==> config.mk <==
export PLATFORM = sky130hd
export DESIGN_NAME = scg2_gating
export DESIGN_NICKNAME = d
export VERILOG_FILES = /design/src/logic/scg2_gating.v /design/src/logic/scg2_unit_gate.v
export VERILOG_INCLUDE_DIRS = /design/src /design/src/logic
export SDC_FILE = /design/constraint.sdc
export NUM_CORES = 1
export LEC_CHECK = 0
export ABC_AREA = 0
export BUFFER_PORTS_ARGS = -buffer_cell sky130_fd_sc_hd__buf_4
export CAP_MARGIN = 20
export CORE_ASPECT_RATIO = 1.25
export CORE_UTILIZATION = 54
export DETAILED_ROUTE_END_ITERATION = 8
export PLACE_DENSITY = 0.85
export SYNTH_ARGS = -nofsm -noshare
export SYNTH_HDL_FRONTEND = slang
export SYNTH_HIERARCHICAL = 1
export SYNTH_SLANG_ARGS = --single-unit
==> constraint.sdc <==
create_clock -name mclk_i -period 7 [get_ports mclk_i]
set_clock_uncertainty 0.2 [all_clocks]
set_input_delay 0.7 -clock mclk_i [delete_from_list [all_inputs] [get_ports mclk_i]]
set_output_delay 0.7 -clock mclk_i [all_outputs]
set_load 0.05 [all_outputs]
==> src/logic/scg2_map.vh <==
// Register map and field constants for the bank-two sleep clock gating block
`ifndef SCG2_MAP_VH
`define SCG2_MAP_VH
// ***************************************************************
// Register byte offsets
// ***************************************************************
`define SCG2_RUN_GATE_OFS 12'h108
`define SCG2_SLEEP_GATE_OFS 12'h118
`define SCG2_DSLEEP_GATE_OFS 12'h128
`define SCG2_CTRL_OFS 12'h130
`define SCG2_STATUS_OFS 12'h134
`define SCG2_IRQ_STAT_OFS 12'h138
`define SCG2_IRQ_MASK_OFS 12'h13c
// ***************************************************************
// Field layout and reset values
// ***************************************************************
`define SCG2_GATE_MASK 32'h5000007f
`define SCG2_GATE_RESET 32'h00000000
`define SCG2_BIT_PHY 30
`define SCG2_BIT_MAC 28
`define SCG2_RUN_MASK 32'h0000000f
`define SCG2_CTRL_AUTO_BIT 0
`define SCG2_IRQ_MASK_BITS 32'h00000003
`define SCG2_IRQ_RD_FAULT 0
`define SCG2_IRQ_WR_FAULT 1
`define SCG2_UNITS 9
// AXI response codes
`define SCG2_RESP_OKAY 2'h0
`define SCG2_RESP_SLVERR 2'h2
// Power modes
`define SCG2_MODE_RUN 2'h0
`define SCG2_MODE_SLEEP 2'h1
`define SCG2_MODE_DSLEEP 2'h2
`endif

==> src/logic/scg2_gating.v <==
// Bank-two peripheral clock gating control with AXI4-Lite registers
`timescale 1ns/100ps
`default_nettype none
`include "scg2_map.vh"
module scg2_gating (
    // Clock, reset, enable
    input wire mclk_i,
    input wire rst_i,
    input wire ce_i,
    // Power state from the power manager
    input wire [1:0] power_mode_i,
    // Peripheral access probes, one bit per gated unit
    input wire [8:0] periph_rd_i,
    input wire [8:0] periph_wr_i,
    // AXI4-Lite write address
    input wire s_axi_awvalid,
    output wire s_axi_awready,
    input wire [11:0] s_axi_awaddr,
    // AXI4-Lite write data
    input wire s_axi_wvalid,
    output wire s_axi_wready,
    input wire [31:0] s_axi_wdata,
    input wire [3:0] s_axi_wstrb,
    // AXI4-Lite write response
    output reg s_axi_bvalid,
    input wire s_axi_bready,
    output reg [1:0] s_axi_bresp,
    // AXI4-Lite read address
    input wire s_axi_arvalid,
    output wire s_axi_arready,
    input wire [11:0] s_axi_araddr,
    // AXI4-Lite read data
    output reg s_axi_rvalid,
    input wire s_axi_rready,
    output reg [31:0] s_axi_rdata,
    output reg [1:0] s_axi_rresp,
    // Unit clock enables and faults
    output wire [8:0] unit_clk_en_o,
    output reg [8:0] unit_fault_o,
    output wire irq_o
);
    // ***************************************************************
    // Registers
    // ***************************************************************
    reg [31:0] run_gate_reg_b_q;
    reg [31:0] sleep_gate_reg_b_q;
    reg [31:0] deep_sleep_gate_reg_b_q;
    reg auto_gating_select_q;
    reg [1:0] irq_stat_q;
    reg [1:0] irq_mask_q;
    reg aw_held_q;
    reg [11:0] aw_addr_q;
    reg w_held_q;
    reg [31:0] w_data_q;
    reg [3:0] w_strb_q;
    wire [31:0] run_wide;
    wire [31:0] sleep_wide;
    wire [31:0] dsleep_wide;
    wire [8:0] run_vec;
    wire [8:0] sleep_vec;
    wire [8:0] dsleep_vec;
    wire [8:0] fault_rd;
    wire [8:0] fault_wr;
    wire [8:0] fault_any;
    wire do_write;
    wire [31:0] wmask;
    wire [31:0] wmerge;
    genvar gi;

    // ***************************************************************
    // Unit enable vectors: ports A..G, then MAC, then PHY
    // ***************************************************************
    assign run_wide = run_gate_reg_b_q;
    assign sleep_wide = sleep_gate_reg_b_q;
    assign dsleep_wide = deep_sleep_gate_reg_b_q;
    assign run_vec = {run_wide[`SCG2_BIT_PHY], run_wide[`SCG2_BIT_MAC], run_wide[6:0]};
    assign sleep_vec = {sleep_wide[`SCG2_BIT_PHY], sleep_wide[`SCG2_BIT_MAC], sleep_wide[6:0]};
    assign dsleep_vec = {dsleep_wide[`SCG2_BIT_PHY], dsleep_wide[`SCG2_BIT_MAC],
        dsleep_wide[6:0]};

    generate
        for (gi = 0; gi < `SCG2_UNITS; gi = gi + 1) begin : g_unit
            scg2_unit_gate u_gate (
                .mode_i(power_mode_i),
                .auto_i(auto_gating_select_q),
                .run_en_i(run_vec[gi]),
                .sleep_en_i(sleep_vec[gi]),
                .dsleep_en_i(dsleep_vec[gi]),
                .access_i(periph_rd_i[gi] | periph_wr_i[gi]),
                .clk_en_o(unit_clk_en_o[gi]),
                .fault_o(fault_any[gi])
            );
        end
    endgenerate
    // split faults by direction for the event bits
    assign fault_rd = periph_rd_i & ~unit_clk_en_o;
    assign fault_wr = periph_wr_i & ~unit_clk_en_o;

    // fault answer registered toward the peripheral bus
    always @(posedge mclk_i or posedge rst_i) begin
        if (rst_i) begin
            unit_fault_o <= 9'h000;
        end else if (ce_i) begin
            unit_fault_o <= fault_any;
        end
    end

    // ***************************************************************
    // AXI4-Lite write path
    // ***************************************************************
    // Address and data are latched independently, either order
    assign s_axi_awready = ~aw_held_q & ~s_axi_bvalid;
    assign s_axi_wready = ~w_held_q & ~s_axi_bvalid;
    assign do_write = aw_held_q & w_held_q & ~s_axi_bvalid;
    assign wmask = {{8{w_strb_q[3]}}, {8{w_strb_q[2]}}, {8{w_strb_q[1]}}, {8{w_strb_q[0]}}};

    // Capture of the write channels
    always @(posedge mclk_i or posedge rst_i) begin
        if (rst_i) begin
            aw_held_q <= 1'b0;
            aw_addr_q <= 12'h000;
            w_held_q <= 1'b0;
            w_data_q <= 32'h00000000;
            w_strb_q <= 4'h0;
        end else if (ce_i) begin
            if (s_axi_awvalid && s_axi_awready) begin
                aw_held_q <= 1'b1;
                aw_addr_q <= s_axi_awaddr;
            end else if (do_write) begin
                aw_held_q <= 1'b0;
            end
            if (s_axi_wvalid && s_axi_wready) begin
                w_held_q <= 1'b1;
                w_data_q <= s_axi_wdata;
                w_strb_q <= s_axi_wstrb;
            end else if (do_write) begin
                w_held_q <= 1'b0;
            end
        end
    end

    // Register update, interrupt events, write response
    always @(posedge mclk_i or posedge rst_i) begin
        if (rst_i) begin
            run_gate_reg_b_q <= `SCG2_GATE_RESET;
            sleep_gate_reg_b_q <= `SCG2_GATE_RESET;
            deep_sleep_gate_reg_b_q <= `SCG2_GATE_RESET;
            auto_gating_select_q <= 1'b0;
            irq_stat_q <= 2'h0;
            irq_mask_q <= 2'h0;
            s_axi_bvalid <= 1'b0;
            s_axi_bresp <= `SCG2_RESP_OKAY;
        end else if (ce_i) begin
            if (s_axi_bvalid && s_axi_bready) begin
                s_axi_bvalid <= 1'b0;
            end
            if (do_write) begin
                s_axi_bvalid <= 1'b1;
                s_axi_bresp <= `SCG2_RESP_OKAY;
                case (aw_addr_q)
                    // three banks at their own offsets
                    // run register holds ports D..A only
                    `SCG2_RUN_GATE_OFS: begin
                        run_gate_reg_b_q <= ((run_gate_reg_b_q & ~wmask) |
                            (w_data_q & wmask)) & `SCG2_RUN_MASK;
                    end
                    `SCG2_SLEEP_GATE_OFS: begin
                        sleep_gate_reg_b_q <= ((sleep_gate_reg_b_q & ~wmask) |
                            (w_data_q & wmask)) & `SCG2_GATE_MASK;
                    end
                    `SCG2_DSLEEP_GATE_OFS: begin
                        deep_sleep_gate_reg_b_q <= ((deep_sleep_gate_reg_b_q & ~wmask) |
                            (w_data_q & wmask)) & `SCG2_GATE_MASK;
                    end
                    `SCG2_CTRL_OFS: begin
                        if (w_strb_q[0]) begin
                            auto_gating_select_q <= w_data_q[`SCG2_CTRL_AUTO_BIT];
                        end
                    end
                    `SCG2_IRQ_MASK_OFS: begin
                        if (w_strb_q[0]) begin
                            irq_mask_q <= w_data_q[1:0];
                        end
                    end
                    `SCG2_STATUS_OFS, `SCG2_IRQ_STAT_OFS: begin
                        s_axi_bresp <= `SCG2_RESP_OKAY;
                    end
                    default: begin
                        s_axi_bresp <= `SCG2_RESP_SLVERR;
                    end
                endcase
            end
            // Write-one-to-clear, a new event in the same cycle wins
            irq_stat_q <= (irq_stat_q & ~((do_write && aw_addr_q == `SCG2_IRQ_STAT_OFS &&
                w_strb_q[0]) ? w_data_q[1:0] : 2'h0)) | {|fault_wr, |fault_rd};
        end
    end

    // Level interrupt while any unmasked event is pending
    assign irq_o = |(irq_stat_q & irq_mask_q);

    // ***************************************************************
    // AXI4-Lite read path
    // ***************************************************************
    assign s_axi_arready = ~s_axi_rvalid;

    // One-cycle read answer after the address is taken
    always @(posedge mclk_i or posedge rst_i) begin
        if (rst_i) begin
            s_axi_rvalid <= 1'b0;
            s_axi_rdata <= 32'h00000000;
            s_axi_rresp <= `SCG2_RESP_OKAY;
        end else if (ce_i) begin
            if (s_axi_rvalid && s_axi_rready) begin
                s_axi_rvalid <= 1'b0;
            end
            if (s_axi_arvalid && s_axi_arready) begin
                s_axi_rvalid <= 1'b1;
                s_axi_rresp <= `SCG2_RESP_OKAY;
                case (s_axi_araddr)
                    `SCG2_RUN_GATE_OFS: begin
                        s_axi_rdata <= run_gate_reg_b_q;
                    end
                    `SCG2_SLEEP_GATE_OFS: begin
                        s_axi_rdata <= sleep_gate_reg_b_q;
                    end
                    `SCG2_DSLEEP_GATE_OFS: begin
                        s_axi_rdata <= deep_sleep_gate_reg_b_q;
                    end
                    `SCG2_CTRL_OFS: begin
                        s_axi_rdata <= {31'h0, auto_gating_select_q};
                    end
                    // Live unit enables in register layout
                    `SCG2_STATUS_OFS: begin
                        s_axi_rdata <= {1'b0, unit_clk_en_o[8], 1'b0, unit_clk_en_o[7],
                            21'h0, unit_clk_en_o[6:0]};
                    end
                    `SCG2_IRQ_STAT_OFS: begin
                        s_axi_rdata <= {30'h0, irq_stat_q};
                    end
                    `SCG2_IRQ_MASK_OFS: begin
                        s_axi_rdata <= {30'h0, irq_mask_q};
                    end
                    default: begin
                        s_axi_rdata <= 32'h00000000;
                        s_axi_rresp <= `SCG2_RESP_SLVERR;
                    end
                endcase
            end
        end
    end
endmodule
`default_nettype wire

==> src/logic/scg2_unit_gate.v <==
// One per-unit clock enable selector with access fault decision
`timescale 1ns/100ps
`default_nettype none
`include "scg2_map.vh"
module scg2_unit_gate (
    // Gate sources
    input wire [1:0] mode_i,
    input wire auto_i,
    input wire run_en_i,
    input wire sleep_en_i,
    input wire dsleep_en_i,
    // Peripheral access probe
    input wire access_i,
    // Results
    output reg clk_en_o,
    output wire fault_o
);
    // Sleep banks apply only under automatic gating, run bank otherwise
    // run bank governs without auto
    always @* begin
        clk_en_o = run_en_i;
        if (auto_i && mode_i == `SCG2_MODE_SLEEP) begin
            clk_en_o = sleep_en_i;
        end else if (auto_i && mode_i == `SCG2_MODE_DSLEEP) begin
            clk_en_o = dsleep_en_i;
        end
    end
    // An access to an unclocked unit is faulted
    assign fault_o = access_i & ~clk_en_o;
endmodule
`default_nettype wire

==> run summary <==
global-route wire length before repair -> 16.6 mm
Synth area leader -> dfrtp_1
crit-path max FO -> 29
length of routed wiring on met1 -> 4.12 mm
deepest clock path buffer count -> 2
Synth Cell Area -> 4230 µm²
hold_buf cts -> 0
HP Start -> s_axi_rdata[0]
Ports -> 148
CTS tree -> done
Hold Violations, Final -> 0
Final Max Slew Viols -> 0
final net count -> 598
hold-critical path depth -> 2
Die ar. -> 8200 µm²
Total GRT Usage -> 0.273
core footprint -> 7490 µm²
minimum clock period -> 3230 ps
reg-to-reg slack, setup -> 4010 ps
clk_lat worst skew -> 340 ps
largest cells by area after synthesis -> dfrtp_1 44%, mux2_2 14%, buf_4 4.4%, nand4bb_1 2.9%, nand2_1 2.3%
status -> finished clean
Via Count -> 3,579
CTS Sinks -> 74
crit path max-delay cell type -> dfrtp_1
critical path required time -> 6100 ps
post-synth cell types -> 53
vias per std cell -> 5.91
die span in y -> 101 µm
DRC Markers -> 0
Ys Warns -> 6
sequential fraction of the synthesis area -> 0.437
final core utilization -> 0.695
ys flop type -> dfrtp_1
GPL Wtd Cong -> 0.891
row cnt -> 35
Worst R2R Path Depth -> 7
worst path cell trace -> nand4bb_1 > o21ai_1 > nor3_1 > buf_4
Max Fclk -> 310 MHz
CP startpoint -> auto_gating_select_q
total CTS buffers -> 9
CP max stage delay -> 700 ps
Hold WC Path Type -> reg2reg
FF-to-FF Start -> auto_gating_select_q
dpl ws -> 3830 ps
Hold Path Sink -> s_axi_rdata[0]
highest routed layer -> met4
initial core utilization -> 0.565
Wirelength per Cell -> 17.4 µm
critical path class -> reg2out
layout cells sized above 1 -> 0.377
ant diodes -> 0
CP arrival -> 2330 ps
Slew HR -> 0.376
fin cells -> 606
Reg clk slew, reported paths -> 80 ps
Leak Pwr -> 2.32 nW
net switching power -> 0.466 mW
RSZ-0062 raised after global routing -> no
Power Density -> 248 nW/µm²
fin worst setup slack -> 3770 ps
crit path capture type -> output pin
Crit Reg-Reg Endpoint -> irq_stat_q[1]
Routed met2 length -> 5.31 mm
CP Launch Type -> flip-flop
WHS -> 290 ps
Comb pwr share -> 0.298
Setup Buffers After CTS -> 0
Yosys top cell area share -> 0.437
largest net degree at the start of global routing -> 75
DP Cell Count -> 591
Clk pwr share -> 0.231
Peak VDD IR -> 0.000226 V
DIE WIDTH -> 81.2 µm
Reg power frac -> 0.472
DRT antenna net count -> 0
initial antenna violation count -> 0
max cap viols -> 0
Detailed Route WL -> 10.5 mm
fraction of registers with async set/reset -> 1.00
CTS Root Cell -> clkbuf_8
Congestion Overflow GR -> 0
Switching Share -> 0.362
mean post-synth cell area -> 10.7 µm²
PortBufs -> 97
# setup viols final -> 0
H-tree lvl count -> 3
vias in the first global route -> 3,396
internal power -> 0.822 mW
final period utilization -> 0.461
Least-Margin Pin Slew -> 935 ps
Pre-Repair DR Iteration Count -> 5
initial drt markers -> 243
post-cts sizing count -> 0
Fin Setup TNS -> 0 ps
post-synthesis register bit count -> 74
Detail Placement HPWL -> 8.05 mm
met3 WL -> 727 µm
Syn Inst Count -> 394
Post-synth EDFFs -> 0
area grow syn2layout -> 23.0%
[cell type report]
cell class | count | area (µm²)
Clock buffer | 13 | 159
Timing Repair Buffer | 100 | 751
Inverter | 13 | 48.8
Clock inverter | 2 | 12.5
Sequential cell | 74 | 1850
Fill cell | 588 | 2280
Tap cell | 92 | 115
Multi-Input combinational cell | 312 | 2270
[Yosys cell counts (7+ instances only)]
| cell | n |
|---|---|
| a21oi_2 | 9 |
| buf_4 | 25 |
| dfrtp_1 | 74 |
| inv_1 | 13 |
| mux2_1 | 7 |
| mux2_2 | 51 |
| nand2_1 | 26 |
| nand3b_1 | 13 |
| nand4bb_1 | 11 |
| nor2_1 | 17 |
| nor2b_1 | 9 |
| nor3_1 | 11 |
| o21ai_1 | 15 |
| o31a_1 | 9 |
| or2_0 | 9 |
| or2_2 | 10 |
[cells in the final DEF, fill, tap and decap left out, drive strengths merged, types with 3 or more instances in the layout]
cell     synthesis  final
nor2            18     18
nand3b          13     13
or2             19     19
and2             3      3
dfrtp           74     74
conb             1     40
clkbuf           6     13
nand4bb         11     11
a22o             3      3
nor3            13     13
mux2i            4      4
nor4             5      5
buf             28    100
nor2b            9      9
o21ai           19     19
a22oi            6      6
o31a             9      9
nand4b           3      3
a21oi           11     11
nand2           26     26
a32oi            6      6
nand3            6      6
inv             13     13
or4              3      3
a31oi            4      4
mux2            58     58
[worst max-delay path: cells and delay by family, from the launching register on]
| family | cells | cell delay [ps] |
|---|---|---|
| AND/OR/NAND/NOR | 2 | 860 |
| flip-flops | 1 | 700 |
| buffers and inverters | 1 | 320 |
| AO/OA/AOI/OAI | 1 | 110 |
[how the worst max path moves through the flow]
stage                  endpoint  slack (ps)  depth (start not counted)
6_report       unit_clk_en_o[0]        3770                          4
5_1_grt        unit_clk_en_o[0]        3600                          4
3_5_place_dp      irq_stat_q[1]        3830                          8
3_3_place_gp      irq_stat_q[1]        3840                          8
2_1_floorplan     irq_stat_q[0]        3730                          7
4_1_cts        unit_clk_en_o[0]        3800                          4
[kinds of logic after synthesis]
kind of cell,count (synthesis),share of synthesized area
AND/OR/NAND/NOR,140,0.210
flip-flops,74,0.437
AO/OA/AOI/OAI,69,0.118
other,1,0.000886
buffers and inverters,47,0.0644
multiplexers,63,0.169
[metal layers]
metal  vias up  track usage
met4         0        0.135
met1      1728        0.327
met2       201        0.458
met3        34       0.0588
li1       1616            -
met5         -            0
[per-stage QoR]
| stage | cell area, µm² | total power, mW |
|---|---|---|
| after global placement | 5030 | 0.974 |
| after detailed placement | 5030 | 0.999 |
| final | 5200 | 1.29 |
| after global routing | 5200 | 1.35 |
| after CTS | 5200 | 1.29 |
| after floorplan | 4380 | 0.873 |
[power groups by stage]
stage                     Combinational, mW  Clock [mW]  Sequential [mW]
after global placement                0.373           0            0.601
final                                 0.384       0.297            0.608
after floorplan                       0.247           0            0.626
after CTS                             0.386       0.302            0.606
after global routing                  0.411       0.322            0.623
after detailed placement              0.385           0            0.614
(Power assumes the default switching activity.)
